$ cat src/nbc_pkg.sv
/*
 Package for the nibble core transfer and skip timing block: opcode classes, skip costs,
 string-effect groups, address field positions and the cycle counts of each instruction kind.
 Assumes nothing beyond a SystemVerilog compiler.
*/
package nbc_pkg;

	// Instruction classes presented by the fetch stage
	typedef enum logic [3:0] {
		NBC_OP_NOP      = 4'h0,
		NBC_OP_LD_INC   = 4'h1,
		NBC_OP_LD_DEC   = 4'h2,
		NBC_OP_XCH_INC  = 4'h3,
		NBC_OP_XCH_DEC  = 4'h4,
		NBC_OP_TBL_PCDE = 4'h5,
		NBC_OP_TBL_PCXA = 4'h6,
		NBC_OP_TBL_BCDE = 4'h7,
		NBC_OP_TBL_BCXA = 4'h8,
		NBC_OP_LDI_A    = 4'h9,
		NBC_OP_LDI_XA   = 4'hA,
		NBC_OP_LDI_HL   = 4'hB,
		NBC_OP_OTHER    = 4'hC
	} nbc_op_e;

	// Length class of the instruction that follows (the one a skip would pass over)
	typedef enum logic [1:0] {
		NBC_LEN_SHORT = 2'h0,
		NBC_LEN_LONG  = 2'h1,
		NBC_LEN_TCALL = 2'h2
	} nbc_len_e;

	// String-effect groups of immediate loads
	typedef enum logic [1:0] {
		NBC_STR_NONE = 2'h0,
		NBC_STR_A    = 2'h1,
		NBC_STR_B    = 2'h2
	} nbc_str_e;

	// Execution states, Gray coded along fetch-exec-rom-skip path
	typedef enum logic [2:0] {
		NBC_ST_IDLE = 3'h0,
		NBC_ST_EXEC = 3'h1,
		NBC_ST_ROM  = 3'h3,
		NBC_ST_SKIP = 3'h2
	} nbc_state_e;

	// Skip penalties in machine cycles
	localparam logic [1:0] NBC_SKIP_NONE  = 2'h0;
	localparam logic [1:0] NBC_SKIP_SHORT = 2'h1;
	localparam logic [1:0] NBC_SKIP_LONG  = 2'h2;
	localparam logic [1:0] NBC_SKIP_TCALL = 2'h1;

	// Base machine cycles
	localparam logic [1:0] NBC_CYC_PTR  = 2'h2;
	localparam logic [1:0] NBC_CYC_TBL  = 2'h3;
	localparam logic [1:0] NBC_CYC_ONE  = 2'h1;
	localparam logic [1:0] NBC_CYC_IMM  = 2'h2;

	// Pointer wrap values
	localparam logic [3:0] NBC_L_WRAP_INC = 4'h0;
	localparam logic [3:0] NBC_L_WRAP_DEC = 4'hF;

	// Address fields
	localparam int NBC_ROM_AW   = 14;
	localparam int NBC_PC_HI    = 13;
	localparam int NBC_PC_LO    = 8;
	localparam int NBC_B_BITS   = 2;

	// CPU clock divider choices, in core_clk cycles per machine cycle
	localparam logic [5:0] NBC_DIV0 = 6'h20;
	localparam logic [5:0] NBC_DIV1 = 6'h10;
	localparam logic [5:0] NBC_DIV2 = 6'h08;
	localparam logic [5:0] NBC_DIV3 = 6'h02;

endpackage : nbc_pkg

$ cat src/nbc_clkdiv.sv
/*
 CPU clock divider: emits one machine-cycle enable pulse per selected period.
 Assumes a single core clock and synchronous active-high reset.
*/
`timescale 1ns/10ps
module nbc_clkdiv (
	input  wire logic       core_clk,
	input  wire logic       rst,
	input  wire logic [1:0] processor_clock_control,
	output logic            mc_en
);

	typedef struct packed {
		logic [5:0] cnt;
		logic       en;
	} nbc_div_s;

	nbc_div_s s_q;
	nbc_div_s s_d;

	// Period lookup, decoded once per cycle
	function automatic logic [5:0] nbc_period(input logic [1:0] sel);
		case (sel)
			2'h0:    nbc_period = nbc_pkg::NBC_DIV0;
			2'h1:    nbc_period = nbc_pkg::NBC_DIV1;
			2'h2:    nbc_period = nbc_pkg::NBC_DIV2;
			default: nbc_period = nbc_pkg::NBC_DIV3;
		endcase
	endfunction : nbc_period

	// Count down; a new setting takes effect at the next period boundary
	always_comb begin
		s_d = s_q;
		s_d.en = 1'b0;
		if (s_q.cnt <= 6'h01) begin
			s_d.cnt = nbc_period(processor_clock_control);
			s_d.en = 1'b1;
		end else begin
			s_d.cnt = s_q.cnt - 6'h01;
		end
	end

	always_ff @(posedge core_clk) begin
		if (rst) begin
			s_q <= '0;
		end else begin
			s_q <= s_d;
		end
	end

	assign mc_en = s_q.en;
endmodule : nbc_clkdiv

$ cat src/nbc_core.sv
/*
 Transfer and skip timing unit of a 4-bit core: pointer loads and exchanges with auto step,
 ROM table reads, immediate-load string effect and skip penalty timing.
 Assumes the fetch stage holds an instruction on instr_valid until instr_done, and that data
 memory and ROM answer combinationally to their addresses.
*/
`timescale 1ns/10ps
module nbc_core (
	input  wire logic                  core_clk,
	input  wire logic                  rst,
	input  wire logic [1:0]            processor_clock_control,
	input  wire logic                  instr_valid,
	input  wire nbc_pkg::nbc_op_e      instr_op,
	input  wire logic [7:0]            instr_imm,
	input  wire nbc_pkg::nbc_len_e     next_len,
	input  wire logic [13:0]           program_counter,
	input  wire logic [3:0]            reg_b,
	input  wire logic [3:0]            reg_c,
	input  wire logic [7:0]            table_offset_pair,
	input  wire logic [3:0]            mem_rdata,
	input  wire logic [7:0]            rom_rdata,
	output logic                       instr_done,
	output logic                       skip_next,
	output logic [7:0]                 wide_accumulator,
	output logic [7:0]                 pointer_pair,
	output logic [7:0]                 mem_addr,
	output logic                       mem_we,
	output logic [3:0]                 mem_wdata,
	output logic [13:0]                rom_addr,
	output logic                       mc_en
);

	////////////////////////////////////////////////////////////////////////////////////////
	// State

	typedef struct packed {
		nbc_pkg::nbc_state_e st;
		logic [1:0]          cyc;
		logic [1:0]          skp;
		logic                skip;
		logic [7:0]          xa;
		logic [7:0]          hl;
		nbc_pkg::nbc_str_e   last_str;
		logic                done;
		logic                we;
		logic [3:0]          wdata;
		logic [13:0]         raddr;
		logic [7:0]          maddr;
	} nbc_core_s;

	nbc_core_s s_q;
	nbc_core_s s_d;

	nbc_clkdiv u_div (
		.core_clk                (core_clk),
		.rst                     (rst),
		.processor_clock_control (processor_clock_control),
		.mc_en                   (mc_en)
	);

	////////////////////////////////////////////////////////////////////////////////////////
	// Decode helpers

	// Base cycle count of each class
	function automatic logic [1:0] nbc_base(input nbc_pkg::nbc_op_e op);
		case (op)
			nbc_pkg::NBC_OP_LD_INC, nbc_pkg::NBC_OP_LD_DEC,
			nbc_pkg::NBC_OP_XCH_INC, nbc_pkg::NBC_OP_XCH_DEC:
				nbc_base = nbc_pkg::NBC_CYC_PTR;
			nbc_pkg::NBC_OP_TBL_PCDE, nbc_pkg::NBC_OP_TBL_PCXA,
			nbc_pkg::NBC_OP_TBL_BCDE, nbc_pkg::NBC_OP_TBL_BCXA:
				nbc_base = nbc_pkg::NBC_CYC_TBL;
			nbc_pkg::NBC_OP_LDI_XA, nbc_pkg::NBC_OP_LDI_HL:
				nbc_base = nbc_pkg::NBC_CYC_IMM;
			default:
				nbc_base = nbc_pkg::NBC_CYC_ONE;
		endcase
	endfunction : nbc_base

	// Skip cost from the length of the instruction being passed over
	function automatic logic [1:0] nbc_skip_cost(input nbc_pkg::nbc_len_e len);
		case (len)
			nbc_pkg::NBC_LEN_LONG:  nbc_skip_cost = nbc_pkg::NBC_SKIP_LONG;
			nbc_pkg::NBC_LEN_TCALL: nbc_skip_cost = nbc_pkg::NBC_SKIP_TCALL;
			default:                nbc_skip_cost = nbc_pkg::NBC_SKIP_SHORT;
		endcase
	endfunction : nbc_skip_cost

	// String-effect group of an immediate load
	function automatic nbc_pkg::nbc_str_e nbc_str(input nbc_pkg::nbc_op_e op);
		case (op)
			nbc_pkg::NBC_OP_LDI_A, nbc_pkg::NBC_OP_LDI_XA: nbc_str = nbc_pkg::NBC_STR_A;
			nbc_pkg::NBC_OP_LDI_HL:                        nbc_str = nbc_pkg::NBC_STR_B;
			default:                                       nbc_str = nbc_pkg::NBC_STR_NONE;
		endcase
	endfunction : nbc_str

	logic [3:0] l_inc;
	logic [3:0] l_dec;
	logic [13:0] tbl_addr;

	assign l_inc = s_q.hl[3:0] + 4'h1;
	assign l_dec = s_q.hl[3:0] - 4'h1;

	// Table address; upper B bits are dropped so the address stays within ROM
	always_comb begin
		case (instr_op)
			nbc_pkg::NBC_OP_TBL_PCDE:
				tbl_addr = {program_counter[nbc_pkg::NBC_PC_HI:nbc_pkg::NBC_PC_LO],
					table_offset_pair};
			nbc_pkg::NBC_OP_TBL_PCXA:
				tbl_addr = {program_counter[nbc_pkg::NBC_PC_HI:nbc_pkg::NBC_PC_LO],
					s_q.xa};
			nbc_pkg::NBC_OP_TBL_BCDE:
				tbl_addr = {reg_b[nbc_pkg::NBC_B_BITS-1:0], reg_c, table_offset_pair};
			default:
				tbl_addr = {reg_b[nbc_pkg::NBC_B_BITS-1:0], reg_c, s_q.xa};
		endcase
	end

	////////////////////////////////////////////////////////////////////////////////////////
	// Sequencer: state steps take place on machine-cycle enables; done and write strobe clear every core cycle

	always_comb begin
		s_d = s_q;
		s_d.done = 1'b0;
		s_d.we = 1'b0;
		if (mc_en) begin
			case (s_q.st)
				nbc_pkg::NBC_ST_IDLE: begin
					if (instr_valid) begin
						s_d.cyc = nbc_base(instr_op) - 2'h1;
						s_d.skip = 1'b0;
						s_d.st = nbc_pkg::NBC_ST_EXEC;
						if (instr_op == nbc_pkg::NBC_OP_TBL_PCDE ||
							instr_op == nbc_pkg::NBC_OP_TBL_PCXA ||
							instr_op == nbc_pkg::NBC_OP_TBL_BCDE ||
							instr_op == nbc_pkg::NBC_OP_TBL_BCXA) begin
							s_d.raddr = tbl_addr;
							s_d.st = nbc_pkg::NBC_ST_ROM;
						end
						// Effects of the first cycle
						case (instr_op)
							nbc_pkg::NBC_OP_LD_INC: begin
								s_d.xa[3:0] = mem_rdata;
								s_d.hl[3:0] = l_inc;
								s_d.skip = (l_inc == nbc_pkg::NBC_L_WRAP_INC);
							end
							nbc_pkg::NBC_OP_LD_DEC: begin
								s_d.xa[3:0] = mem_rdata;
								s_d.hl[3:0] = l_dec;
								s_d.skip = (l_dec == nbc_pkg::NBC_L_WRAP_DEC);
							end
							nbc_pkg::NBC_OP_XCH_INC: begin
								s_d.xa[3:0] = mem_rdata;
								s_d.we = 1'b1;
								s_d.wdata = s_q.xa[3:0];
								s_d.hl[3:0] = l_inc;
								s_d.skip = (l_inc == nbc_pkg::NBC_L_WRAP_INC);
							end
							nbc_pkg::NBC_OP_XCH_DEC: begin
								s_d.xa[3:0] = mem_rdata;
								s_d.we = 1'b1;
								s_d.wdata = s_q.xa[3:0];
								s_d.hl[3:0] = l_dec;
								s_d.skip = (l_dec == nbc_pkg::NBC_L_WRAP_DEC);
							end
							nbc_pkg::NBC_OP_LDI_A: begin
								if (s_q.last_str != nbc_pkg::NBC_STR_A) begin
									s_d.xa[3:0] = instr_imm[3:0];
								end
							end
							nbc_pkg::NBC_OP_LDI_XA: begin
								if (s_q.last_str != nbc_pkg::NBC_STR_A) begin
									s_d.xa = instr_imm;
								end
							end
							nbc_pkg::NBC_OP_LDI_HL: begin
								if (s_q.last_str != nbc_pkg::NBC_STR_B) begin
									s_d.hl = instr_imm;
								end
							end
							default: begin
							end
						endcase
						s_d.last_str = nbc_str(instr_op);
						// Single-cycle classes finish here
						if (nbc_base(instr_op) == nbc_pkg::NBC_CYC_ONE) begin
							s_d.done = 1'b1;
							s_d.st = nbc_pkg::NBC_ST_IDLE;
						end
					end
				end
				nbc_pkg::NBC_ST_ROM: begin
					// ROM word captured on the last base cycle
					if (s_q.cyc == 2'h1) begin
						s_d.xa = rom_rdata;
						s_d.done = 1'b1;
						s_d.st = nbc_pkg::NBC_ST_IDLE;
					end
					s_d.cyc = s_q.cyc - 2'h1;
				end
				nbc_pkg::NBC_ST_EXEC: begin
					if (s_q.cyc == 2'h1) begin
						if (s_q.skip) begin
							s_d.skp = nbc_skip_cost(next_len);
							s_d.st = nbc_pkg::NBC_ST_SKIP;
						end else begin
							s_d.done = 1'b1;
							s_d.st = nbc_pkg::NBC_ST_IDLE;
						end
					end
					s_d.cyc = s_q.cyc - 2'h1;
				end
				nbc_pkg::NBC_ST_SKIP: begin
					// Extra machine cycles spent passing over the next instruction
					if (s_q.skp == 2'h1) begin
						s_d.done = 1'b1;
						s_d.st = nbc_pkg::NBC_ST_IDLE;
					end
					s_d.skp = s_q.skp - 2'h1;
				end
				default: begin
					s_d.st = nbc_pkg::NBC_ST_IDLE;
				end
			endcase
		end
		// Write cycle keeps the pre-step pointer, else the swap would land one nibble off
		s_d.maddr = s_d.we ? s_q.hl : s_d.hl;
	end

	always_ff @(posedge core_clk) begin
		if (rst) begin
			s_q <= '0;
		end else begin
			s_q <= s_d;
		end
	end

	////////////////////////////////////////////////////////////////////////////////////////
	// Outputs

	assign instr_done       = s_q.done;
	assign skip_next        = s_q.skip;
	assign wide_accumulator = s_q.xa;
	assign pointer_pair     = s_q.hl;
	assign mem_addr         = s_q.maddr; // Pre-step pointer while an exchange writes back
	assign mem_we           = s_q.we;
	assign mem_wdata        = s_q.wdata;
	assign rom_addr         = s_q.raddr;
endmodule : nbc_core

$ cat config.mk
export PLATFORM = sky130hd
export DESIGN_NAME = nbc_core
export DESIGN_NICKNAME = d
export VERILOG_FILES = /design/src/nbc_pkg.sv /design/src/nbc_clkdiv.sv /design/src/nbc_core.sv
export SDC_FILE = /design/constraint.sdc
export NUM_CORES = 1
export LEC_CHECK = 0
export ABC_AREA = 1
export BUFFER_PORTS_ARGS = -buffer_cell sky130_fd_sc_hd__buf_2
export CORE_AREA = 2 2 89 91
export CTS_BUF_LIST = sky130_fd_sc_hd__clkbuf_2
export CTS_CLUSTER_SIZE = 28
export DETAILED_ROUTE_END_ITERATION = 10
export DIE_AREA = 0 0 91 93
export PLACE_DENSITY = 0.77
export SYNTH_ARGS = -nofsm -noshare
export SYNTH_HDL_FRONTEND = slang
export SYNTH_SLANG_ARGS = --single-unit
$ cat constraint.sdc
create_clock -name core_clk -period 1.4 [get_ports core_clk]
set_input_delay 0.14 -clock core_clk [delete_from_list [all_inputs] [get_ports core_clk]]
set_output_delay 0.14 -clock core_clk [all_outputs]
set_load 0.05 [all_outputs]
### Yosys cells after proc, flatten, opt, wreduce, memory -nomap -nowiden

Memories as Yosys holds them, arrays and structs flattened.
Cells that the tools add are included.
Widths: inputs -> output; s select.

| storage, ports and cells | value |
|---|---|
| flip-flop bits (word level) | 61 |
| bits in read-only memories | 64 |
| input port bits | 61 |
| output and inout bits | 46 |
| word-level logic and storage cells | 129 |
| memories | 2 |

Memories:

| name | depth | width | rd ports | clocked after memory_dff | wr ports | RTL line | RTL |
|---|---|---|---|---|---|---|---|
| (name not given) | 16 | 2 | 1 | 0 | 0 | nbc_core.sv:66 | `case (op)` |
| (name not given) | 16 | 2 | 1 | 0 | 0 | nbc_core.sv:66 |  |

| cells by class | value |
|---|---|
| $add $sub $neg | 6 |
| $lt $le $gt $ge | 1 |
| eq/ne operators | 33 |
| muxes and demuxes | 47 |
| bitwise operators | 1 |
| reductions and logical operators | 24 |

Operators by type and width:

| operator | number |
|---|---|
| $pmux 14 s3 | 1 |
| $mux 38 | 1 |
| $mux 8 | 4 |
| $mux 30 | 1 |
| $mux 2 | 12 |
| $pmux 4 s3 | 2 |
| $eq 4x4->1 const B | 5 |
| $mux 19 | 1 |
| $pmux 6 s3 | 1 |
| $eq 4x3->1 const B | 4 |
| $pmux 8 s2 | 1 |
| $mux 14 | 1 |
| $ne 2x2->1 const B | 7 |
| $mux 4 | 3 |
| $pmux 2 s2 | 3 |
| $pmux 3 s4 | 1 |
| $reduce_and 4->1 | 3 |
| $reduce_or 2->1 | 6 |
| $eq 2x1->1 const B | 5 |
| $mux 10 | 1 |
| $mux 5 | 2 |
| $mux 3 | 3 |
| $eq 4x2->1 const B | 2 |
| $reduce_and 7->1 | 1 |
| 26 further kinds | 41 |

### Depth between registers and ports, before layout

Gate-level depths: netlist of the first run.
An unclocked memory read counts as a cell.

| depth | value |
|---|---|
| depth after elaboration | 10 |
| mapped depth | 11 |
| depth with buffers taken out | 11 |

### Hierarchy

From an unflattened synthesis of the first run, not the netlist that was laid out.

| unflattened totals | value |
|---|---|
| cell total of the unflattened synthesis | 505 |
| area total of the unflattened synthesis | 3,612.2 um^2 |

By module, submodules not included:

| module | times used | cells each | area each (um^2) | seq. area each (um^2) |
|---|---|---|---|---|
| nbc_core | 1 | 453 | 3,244.4 | 1,061.0 |
| nbc_clkdiv | 1 | 52 | 367.9 | 140.1 |

### Least setup slack after synthesis of the first run

Ideal clock, no wire load.

| timing | value |
|---|---|
| path kind | flip-flop to flip-flop |
| start point | register s_q[51] (netlist bit) |
| end point | register s_q, in the netlist wide_accumulator[0] |
| library setup time | 0.113 ns |
| data arrival time | 1.487 ns |
| required time | 1.287 ns |
| slack | -0.200 ns |
| stages on the path, launching flop included | 11 |
| period minus slack after synthesis | 1.600 ns |
| cells stage by stage | dfxtp_1 inv_1 ha_1 nand2_1 nand2_1 nor2_1 nand2_1 a21oi_1 nand2_2 nor2_1 nor2_1 |

| on the way | value |
|---|---|
| word-level cells in the longest chain between the ends | 3 |
| elaborated cells between the ends (all ways) | 10 |
| those cells by class | 6 x eq/ne; 1 x mux; 3 x reduce/logical |

Ends and longest elaborated chain:

| what | RTL line | RTL |
|---|---|---|
| start, declared | nbc_core.sv:51 | `nbc_core_s s_q;` |
| start signal, assigned | nbc_core.sv:234 | `s_q <= '0;` |
| start signal, assigned | nbc_core.sv:236 | `s_q <= s_d;` |
| $logic_not 3->1 / $eq 3x2->1 (equally long branches) | nbc_core.sv:129 | `case (s_q.st)` |
| $ne 4x2->1 (no source line) (tied with other cells) | - |  |
| $reduce_and 7->1 (no source line) | - |  |

Parallel ways exist; a longest one is shown, timed or not.
A chain may end at the register's enable or synchronous reset.

### Worst setup path after layout of the first run

Same ends and word-level chain as after synthesis.

==> flow_summary.toml, run 1 <==
[synth]
ys_types = 35
syn_inst = 500
ys_seq_elements = 60
netlist_area_um2 = 3520
yosysSeqAreaShare_pct = 34.1
synth_area_per_cell_um2 = 7.04
syn_nets = 573
yosys_warnings = 0

[cts]
clock_latency_ns = 0.51
cts.clk_slew.worst_paths_ns = 0.20
cts_made_buffers = 9
cts_tree = "built"
max-clock-path-buffers = 2
cts_htree_levels = 3
clock-sinks = 60
cts-root-buf = "clkbuf_2"

[timing]
finalHoldViolCount = 0
min_period_ns = 1.54
setup_slack_ns = -0.140
drv_slew = 0
whs_ns = 0.0610
finalSetupTns_ns = -1.01
tightest_slew_ns = 0.579
finalClockSkew_ns = 0.0373
fmax_ghz = 0.649
rsz0062_at_grt = "yes"
fin_crit_sh_pct = 110
slew_headroom_pct = 61.4
setup_viol = 23

[floorplanning]
dieArea_um2 = 8460
ios = 107
die_w_um = 91
initial_utilization_pct = 46.8
rows = 32
fp.coreArea_um2 = 7530
fp.dieH_um = 93

[run_status]
violations = "setup timing"
status = "finished, violations left"

[final_layout]
final_cells = 743
antennaDiodeCount = 0
layout.nets = 709
final_cell_mix = "buf_2 (84), nand2_1 (75), nor2_1 (68)"
layout_commonest_cell = "buf_2"
multi_input_area_um2 = 2020
seqCellArea_um2 = 1220
filler_cell_count = 632
synthToLayoutAreaGrowth_pct = 41.2
drive_above_1_share_pct = 40.1

[route]
route.met2.wl_mm = 5.35
wirelength_mm = 10.5
drtAntennaViolNets = 0
vias = 3737
route.detailed.drc = 0
wl_met3_um = 682
met1Wirelength_mm = 4.17
viasPerCell = 5.03
avgRoutedWirePerCell_um = 14.1
drt-initial-drc-count = 237
dr.max_layer_used = "met5"
drt_first_pass_iters = 5

[global_routing]
antenna_found_initial = 1
grt_use_total_pct = 23.1
grt_pass1_wl_mm = 15.6
grt_max_degree = 25
grt_pass1_vias = 3440
gr-total-overflow = 0

[power_and_ir_drop]
peakVddDrop_uv = 537
power_density_nw_per_um2 = 1130
power_uw = 5630
leakagePower_uw = 0.00237

[worst_setup_path]
start_kind = "flop"
reg2regPathDepth = 7
crit_required_ns = 1.87
cp_max_fo = 5
endpoint_kind = "flop"
crit_type = "flop to flop"
critPathArrivalTime_ns = 2.01

[hold_path]
hp-class = "input pin to flop"
holdPathStages = 6

[place]
placed_cells = 678
portBuffers = 96
dp_hpwl_mm = 6.73
routabilityCongestion = 0.900

[flow_run]
max_cap_viol_count = 0
[state kept, by name, summed over array words and instances (netlist names), 4 cells and up]
name,flops
mem_addr,8
mem_wdata,4
pointer_pair,8
rom_addr,14
s_q,8
u_div.s_q,6
wide_accumulator,8
[path summary, 6_finish.rpt]
check | slack (ns) | start | to
worst max-delay path | -0.14 | s_q[51]$_SDFFE_PP0P_ | wide_accumulator[0]$_SDFFE_PP0P_
worst min-delay path | 0.06 | next_len[1] | s_q[48]$_SDFFE_PP0P_
worst min register to register | 0.43 | u_div.s_q[1]$_SDFF_PP0_ | u_div.s_q[1]$_SDFF_PP0_
worst max register to register | -0.14 | s_q[51]$_SDFFE_PP0P_ | wide_accumulator[0]$_SDFFE_PP0P_
[per-stage QoR]
| stage | setup WS [ns] | utilization, % | area, um^2 |
|---|---|---|---|
| 3_5_place_dp | -0.130 | 53.9 | 4060 |
| 2_1_floorplan | 0.0000400 | - | 3550 |
| 6_report | -0.140 | 66.1 | 4970 |
| 4_1_cts | -0.0594 | 61.0 | 4590 |
| 5_1_grt | -0.232 | 66.1 | 4970 |
| 3_3_place_gp | -0.0526 | 53.9 | 4060 |
[power breakdown]
group | internal, uW | switching (uW) | total, uW
clock network | 420 | 724 | 1140
logic | 982 | 1420 | 2400
registers | 1920 | 166 | 2080
[metal layers]
layer | vias up | track usage, %
li1 | 1846 | -
met1 | 1691 | 27.1
met2 | 167 | 40.7
met3 | 31 | 5.96
met4 | 2 | 8.46
met5 | - | 0
[area by class of cell]
type	instances	area share, %
clock buffer	9	0.906
clock inverter	7	1.53
inverter	55	4.40
multi-input combinational	331	40.6
sequential	60	24.6
tap	102	2.57
timing repair buffer	178	25.3
timing repair inverter	1	0.176
[critical path, cell delays in order, from the launching register on]
cell and delay (ns):
dfxtp_2 0.38, ha_1 0.21, buf_4 0.15, nor2_2 0.23, o21ai_0 0.16, o21ai_0 0.20, nor2_1 0.07, nor2_1 0.09
[what timing repair did]
action                                  4_1_cts  5_1_grt
pin swaps                                     5       28
setup buffers                                 1        9
hold buffers                                 37        0
endpoints found under the hold margin        46        0
endpoints found under the setup margin       24       59
cloned                                        0        2
resized for setup                            14       95
[synth_stat cells]
cell       n  share of area, %
o21ai_1    9               1.3
buf_4     44               9.4
nor2_1    78               8.3
nor2_4     4               1.3
inv_2      5              0.53
a21oi_4    1              0.46
nand3_2    1              0.28
buf_6      2              0.64
o21ai_2    1              0.25
mux2_2     8               2.6
o21a_1     1              0.21
nand2_2    5              0.89
a311oi_1   1              0.25
o21ai_0   35               5.0
nor3_1     2              0.28
nand3_4    1              0.50
xnor2_1    4              0.99
nand2_1   90               9.6
a31oi_1    1              0.18
ha_1      12               4.3
xor2_1     2              0.50
a21oi_1   30               4.3
o22ai_1    3              0.53
nand4_1    2              0.36
o211ai_1   2              0.43
clkinv_4   1              0.25
buf_2      3              0.43
dfxtp_1   60                34
a22oi_1    4              0.85
nand3_1   23               3.3
a211oi_1   8               1.7
or2_2      1              0.18
nor2_2     1              0.18
clkbuf_1   6              0.64
inv_1     49               5.2
[logic make-up (layout without fill, tap and decap cells)]
| group | count (synthesis) | count (layout) | synth area share (%) |
|---|---|---|---|
| simple gates | 208 | 209 | 25.1 |
| buf+inv | 110 | 250 | 17.1 |
| compound gates | 96 | 96 | 15.4 |
| flops | 60 | 60 | 34.1 |
| fa+ha+maj | 12 | 12 | 4.26 |
| mux | 8 | 8 | 2.56 |
| xor+xnor | 6 | 6 | 1.49 |
Note: power is estimated with default switching activity, not from simulation.
==> inputs of run 2 (changes only) <==
--- a/config.mk
+++ b/config.mk
@@ -7,12 +7,11 @@
 export LEC_CHECK = 0
 export ABC_AREA = 1
 export BUFFER_PORTS_ARGS = -buffer_cell sky130_fd_sc_hd__buf_2
-export CORE_AREA = 2 2 89 91
+export CORE_AREA = 2 2 116 118
 export CTS_BUF_LIST = sky130_fd_sc_hd__clkbuf_2
 export CTS_CLUSTER_SIZE = 28
 export DETAILED_ROUTE_END_ITERATION = 10
-export DIE_AREA = 0 0 91 93
-export PLACE_DENSITY = 0.77
+export DIE_AREA = 0 0 118 120
 export SYNTH_ARGS = -nofsm -noshare
 export SYNTH_HDL_FRONTEND = slang
 export SYNTH_SLANG_ARGS = --single-unit
==> run 2 against run 1 <==
  * The flow still finishes with violations (setup timing)
  * Clock power rose by 15%
  * Critical path depth increased by 4
  * Global-route usage is 8.6 points lower
  * Critical endpoint unchanged
  * Largest power group unchanged
==> flow_summary.toml, run 2 (synthesized netlist as in run 1, its figures left out) <==
[place]
portBuffers = 96
dp_hpwl_mm = 7.55
place_area_um2 = 4250
routabilityCongestion = 0.900
placed_cells = 764

[route]
drt-initial-drc-count = 188
viasPerCell = 4.35
drt_first_pass_iters = 4
wirelength_mm = 10.7
avgRoutedWirePerCell_um = 12.9
route.detailed.drc = 0
drtAntennaViolNets = 0
vias = 3611

[floorplanning]
ios = 107
fp.coreArea_um2 = 13000
fp.dieH_um = 120
dieArea_um2 = 14200
die_w_um = 118
initial_utilization_pct = 27.1
rows = 42

[global_routing]
grt_use_total_pct = 14.4
grt_max_degree = 30
grt_pass1_vias = 3402
antenna_found_initial = 1
grt_pass1_wl_mm = 16.1
gr-total-overflow = 0

[timing]
finalHoldViolCount = 0
tightest_slew_ns = 0.349
fmax_ghz = 0.685
drv_slew = 0
fin_crit_sh_pct = 104
min_period_ns = 1.46
finalClockSkew_ns = 0.0254
setup_slack_ns = -0.0592
whs_ns = 0.0472
setup_viol = 19
slew_headroom_pct = 76.7
rsz0062_at_grt = "yes"
finalSetupTns_ns = -0.426

[run_status]
status = "finished, violations left"
violations = "setup timing"

[worst_setup_path]
crit_required_ns = 1.85
crit_type = "flop to flop"
path_buf_inv = 1
crit_slowest_cell = "dfxtp_4"
critPathTopFamily = "simple AND/OR/NAND/NOR gates"
cp_slowest_stage_delay_ns = 0.40
cp_common_cell = "nand2_2"
cp_max_fo = 8
endpoint_kind = "flop"
path_cells = "inv_4 > ha_4 > nand2_2 > nand2_2 > nor2_4 > nand2_4 > a21oi_4 > nand2_4 > nand2_2 > nand2_1 > nor2_1"
start_kind = "flop"
critPathArrivalTime_ns = 1.91

[power_and_ir_drop]
peakVddDrop_uv = 483
combPwrFrac_pct = 43.2
internal-power_uw = 3620
swShare_pct = 38.9
power_density_nw_per_um2 = 1120
leakagePower_uw = 0.00252
switchingPower_uw = 2300
pwr-share-clk_pct = 22.1
seqPwrFrac_pct = 34.8

[flow_run]
max_cap_viol_count = 0

[final_layout]
fin_area_um2 = 5290
drive_above_1_share_pct = 41.5
synthToLayoutAreaGrowth_pct = 50.3
layout_commonest_cell = "buf_2"
final_cell_mix = "buf_2 (81), nand2_1 (71), nor2_1 (65)"
largest_register_ffs = 14
layout.nets = 721
final_cells = 830

[cts]
cts.clk_slew.worst_paths_ns = 0.18
cts-root-buf = "clkbuf_2"
max-clock-path-buffers = 2
cts_tree = "built"
clock-sinks = 60
clock_latency_ns = 0.51
cts_made_buffers = 9
cts_htree_levels = 3

[hold_path]
hp-class = "input pin to flop"
[run 2: changes by cell type in the layout (fill, tap and decap cells not counted), sizes merged]
cell | before | now
buf | 132 | 147
bufinv | 1 | 2
clkbuf | 18 | 16
clkinv | 4 | 5
clkinvlp | 2 | 1
diode | 0 | 1
dlygate4sd3 | 37 | 38
inv | 56 | 54
nand3 | 26 | 25
[run 2: final timing paths]
path / to / slack (ns) / start / cells past startpoint
worst max-delay path: wide_accumulator[0]$_SDFFE_PP0P_ / -0.06 / s_q[52]$_SDFFE_PP0P_ / 11
worst min-delay path: wide_accumulator[0]$_SDFFE_PP0P_ / 0.05 / mem_rdata[0] / 5
worst max register to register: wide_accumulator[0]$_SDFFE_PP0P_ / -0.06 / s_q[52]$_SDFFE_PP0P_ / 11
worst min register to register: u_div.s_q[1]$_SDFF_PP0_ / 0.43 / u_div.s_q[1]$_SDFF_PP0_ / 1
[run 2: power groups by stage]
| stage | sequential [uW] | clock, uW | combinational (uW) |
|---|---|---|---|
| 2_1_floorplan | 2100 | 0 | 1410 |
| 3_3_place_gp | 2070 | 0 | 2000 |
| 3_5_place_dp | 2070 | 0 | 2000 |
| 4_1_cts | 2040 | 1340 | 2170 |
| 5_1_grt | 2090 | 1430 | 2790 |
| 6_report | 2060 | 1310 | 2550 |
[run 2: tightest hold or removal path, stage by stage]
cell and delay (ns):
buf_2 0.08, nor2_1 0.03, o21ai_0 0.15, nor2_1 0.05, nor2_1 0.07
[run 2: layer usage]
layer / up-vias / GRT usage [%] / part of all wire [%] / routed length (um)
li1: 1870 / - / - / -
met1: 1632 / 17.8 / 46 / 4880
met2: 85 / 23.8 / 48 / 5110
met3: 24 / 3.37 / 3.6 / 383
met4: 0 / 6.85 / 2.7 / 293
met5: - / 0 / 0 / 0
[run 2: what timing repair did]
| item | 4_1_cts | 5_1_grt |
|---|---|---|
| setup endpoints to repair | 30 | 68 |
| gates cloned | 0 | 1 |
| buffers inserted | 1 | 9 |
| gates resized for setup | 30 | 103 |
| hold endpoints to repair | 36 | 0 |
| pin swaps | 9 | 30 |
| hold buffers | 38 | 0 |
[run 2: cell type report]
cell class	count	area (um^2)
antenna	1	2.50
fill	1351	7690
tap	176	220
clock inverter	7	91.3
clock buffer	9	45.0
inverter	55	219
multi-input combinational	330	2050
timing repair buffer	192	1440
sequential	60	1230
[run 2: stage by stage]
step / total power, uW / worst slack, ns / util, %
detailed placement: 4070 / -0.0985 / 32.7
global placement: 4070 / -0.0836 / 32.7
CTS: 5540 / -0.0379 / 37.4
floorplan: 3510 / 0.0000400 / -
global route: 6310 / -0.212 / 40.8
finish: 5920 / -0.0592 / 40.8
==> inputs of run 3 (changes only) <==
--- a/config.mk
+++ b/config.mk
@@ -5,13 +5,14 @@
 export SDC_FILE = /design/constraint.sdc
 export NUM_CORES = 1
 export LEC_CHECK = 0
-export ABC_AREA = 1
+export ABC_AREA = 0
 export BUFFER_PORTS_ARGS = -buffer_cell sky130_fd_sc_hd__buf_2
-export CORE_AREA = 2 2 116 118
+export CORE_AREA = 2 2 119 121
 export CTS_BUF_LIST = sky130_fd_sc_hd__clkbuf_2
+export CTS_CLUSTER_DIAMETER = 50
 export CTS_CLUSTER_SIZE = 28
 export DETAILED_ROUTE_END_ITERATION = 10
-export DIE_AREA = 0 0 118 120
+export DIE_AREA = 0 0 121 123
 export SYNTH_ARGS = -nofsm -noshare
 export SYNTH_HDL_FRONTEND = slang
 export SYNTH_SLANG_ARGS = --single-unit
==> run 3 against run 2 <==
  * The flow still finishes with violations (setup timing)
  * Worst hold slack better by 0.018 ns
  * Global-route usage is 2.9 points higher
  * Routed wire length is 24% higher
  * Die area is 5.1% higher
  * Worst setup slack worse by 0.28 ns
  * Register-to-register slack worse by 0.28 ns
  * Clock skew is 0.023 ns higher
  * Maximum frequency is 16% lower
  * Sequential share of layout area is 3.2 points lower
  * Largest cell class unchanged
==> flow_summary.toml, run 3 <==
[worst_setup_path]
start_kind = "flop"
crit_type = "flop to flop"
crit_required_ns = 1.85
r2r-end = "wide_accumulator[7]$_SDFFE_PP0P_"
startpoint = "s_q[51]$_SDFFE_PP0P_"
crit_slowest_cell = "or4_4"
cp_slowest_stage_delay_ns = 0.54
critPathArrivalTime_ns = 2.18
cp_max_fo = 4
r2r_start = "s_q[51]$_SDFFE_PP0P_"
path_cells = "inv_4 > ha_4 > nor2b_4 > or4_4 > a2111oi_4 > nor3_2"
reg2regPathDepth = 6
r2r_slack_ns = -0.34
endpoint_kind = "flop"
endpoint = "wide_accumulator[7]$_SDFFE_PP0P_"

[floorplanning]
dieArea_um2 = 14900
fp.coreArea_um2 = 13600
rows = 43
fp.dieH_um = 123
ios = 107
die_w_um = 121
initial_utilization_pct = 27.2

[route]
viasPerCell = 5.05
drt_first_pass_iters = 7
avgRoutedWirePerCell_um = 16.5
route.detailed.drc = 0
vias = 4063
drtAntennaViolNets = 0
drt-initial-drc-count = 294
wirelength_mm = 13.3

[global_routing]
grt_pass1_wl_mm = 20.2
antenna_found_initial = 0
grt_max_degree = 21
grt_use_total_pct = 17.4
gr-total-overflow = 0
grt_pass1_vias = 4141

[run_status]
violations = "setup timing"
status = "finished, violations left"

[cts]
cts_made_buffers = 9
cts_htree_levels = 3
clock-sinks = 60
cts_tree = "built"
max-clock-path-buffers = 2
cts-root-buf = "clkbuf_2"
clock_latency_ns = 0.57
cts.clk_slew.worst_paths_ns = 0.22

[final_layout]
fin_area_um2 = 6270
drive_above_1_share_pct = 56.6
layout_commonest_cell = "buf_4"
filler_cell_count = 1276
seqCellArea_um2 = 1250
layout.nets = 693
synthToLayoutAreaGrowth_pct = 69.0
largest_register_ffs = 14
multi_input_area_um2 = 2700
antennaDiodeCount = 0
final_cell_mix = "buf_4 (98), buf_2 (62), dlygate4sd3_1 (35)"

[synth]
synth_area_leaders = "dfxtp_1 (32%), buf_4 (8.5%), a21oi_1 (6.1%)"
synth_area_per_cell_um2 = 8.43
yosysSeqAreaShare_pct = 32.4
async_flop_share_pct = 0
yosys_most_used_dff = "dfxtp_1"
synth_area_leader_cell = "dfxtp_1"
synth_top_area_share_pct = 32.4
synth_edf_count = 0
yosys_warnings = 0
ys_types = 65
ys_seq_elements = 60
yosysMostFrequentCell = "dfxtp_1"
netlist_area_um2 = 3710
syn_nets = 513
syn_inst = 440
synthTopCellsByCount = "dfxtp_1 (60), a21oi_1 (45), buf_4 (42)"

[flow_run]
max_cap_viol_count = 0

[timing]
slew_headroom_pct = 47.3
fin_crit_sh_pct = 124
rsz0062_at_grt = "yes"
setup_viol = 55
min_period_ns = 1.74
finalHoldViolCount = 0
drv_slew = 0
tightest_slew_ns = 0.785
finalClockSkew_ns = 0.0486
fmax_ghz = 0.575
setup_slack_ns = -0.338

[power_and_ir_drop]
peakVddDrop_uv = 610
power_density_nw_per_um2 = 1210
leakagePower_uw = 0.00257

[place]
place_ws_ns = -0.419
routabilityCongestion = 0.853
dp_hpwl_mm = 8.72
place_area_um2 = 4800
portBuffers = 96

[hold_path]
hp-class = "input pin to flop"
-- run 3: cell types whose count changed after synthesis, moves of 16 or more --
| cell | previous run | this run |
|---|---|---|
| a211oi_1 | 8 | 25 |
| inv_1 | 49 | 17 |
| mux2i_1 | 0 | 20 |
| nand2_1 | 90 | 27 |
| nor2_1 | 78 | 20 |
| nor3_1 | 2 | 18 |
| o21ai_0 | 35 | 10 |
-- run 3: worst max-delay path: cells and delay by family (launching register included) --
kind | cells | cell delay (ns)
buffers and inverters | 1 | 0.05
AO/OA/AOI/OAI | 1 | 0.23
flip-flops | 1 | 0.42
AND/OR/NAND/NOR | 3 | 0.75
adder cells (fa/ha/maj) | 1 | 0.16
-- run 3: layout make-up --
cell class | count | share of cell area (%)
sequential | 60 | 20.0
timing repair buffer | 237 | 30.2
clock buffer | 9 | 0.719
clock inverter | 6 | 1.28
tap | 180 | 3.59
multi-input combinational | 294 | 43.1
inverter | 18 | 1.14
-- run 3: power by group --
part           switching [uW]  internal (uW)
clock                     725            566
sequential                184           1920
combinational            2090           2130
total                    3000           4610
-- run 3: cells by family after synthesis --
| kind of cell | Yosys count | synth area share (%) |
|---|---|---|
| buffers and inverters | 87 | 13.5 |
| multiplexers | 22 | 6.31 |
| AND/OR/NAND/NOR | 132 | 19.8 |
| adder cells (fa/ha/maj) | 12 | 4.05 |
| flip-flops | 60 | 32.4 |
| AO/OA/AOI/OAI | 118 | 21.9 |
| XOR/XNOR | 9 | 2.13 |
-- run 3: per-layer routing --
| metal | GRT usage, % | vias up | wire, um |
|---|---|---|---|
| li1 | - | 1915 | - |
| met1 | 19.8 | 1937 | 5360 |
| met2 | 29.8 | 174 | 6590 |
| met3 | 4.89 | 37 | 923 |
| met4 | 8.65 | 0 | 394 |
| met5 | 0 | - | 0 |
-- run 3: per-stage QoR --
stage | setup TNS, ns | total power, uW | instances | utilization (%) | hold WS (ns)
floorplan | -7.48 | 3850 | 440 | - | 0.292
finish | -10.16 | 7610 | 804 | 46.1 | 0.0657
detailed placement | -11.41 | 4840 | 731 | 35.2 | 0.427
global route | -12.74 | 8030 | 804 | 46.1 | 0.0614
global placement | -9.73 | 4760 | 731 | 35.2 | 0.421
CTS | -7.11 | 6970 | 793 | 42.9 | -0.0876
-- run 3: what timing repair did --
| item | 4_1_cts | 5_1_grt |
|---|---|---|
| hold buffers | 34 | 1 |
| gates cloned | 3 | 0 |
| pin swaps | 31 | 28 |
| hold endpoints to repair | 47 | 1 |
| gates resized for setup | 117 | 94 |
| setup endpoints to repair | 73 | 87 |
| setup buffers | 11 | 12 |
-- run 3: how the worst min path moves through the flow --
| stage | startpoint | to | slack (ns) | cells after the start |
|---|---|---|---|---|
| 4_1_cts | rom_rdata[7] | wide_accumulator[7]$_SDFFE_PP0P_ | -0.09 | 3 |
| 5_1_grt | instr_imm[2] | mem_addr[2]$_SDFF_PP0_ | 0.06 | 4 |
| 3_5_place_dp | instr_imm[5] | mem_addr[5]$_SDFF_PP0_ | 0.43 | 3 |
| 6_report | instr_imm[2] | mem_addr[2]$_SDFF_PP0_ | 0.07 | 4 |
| 2_1_floorplan | processor_clock_control[0] | u_div.s_q[2]$_SDFF_PP0_ | 0.29 | 2 |
| 3_3_place_gp | instr_imm[5] | pointer_pair[5]$_SDFF_PP0_ | 0.42 | 3 |
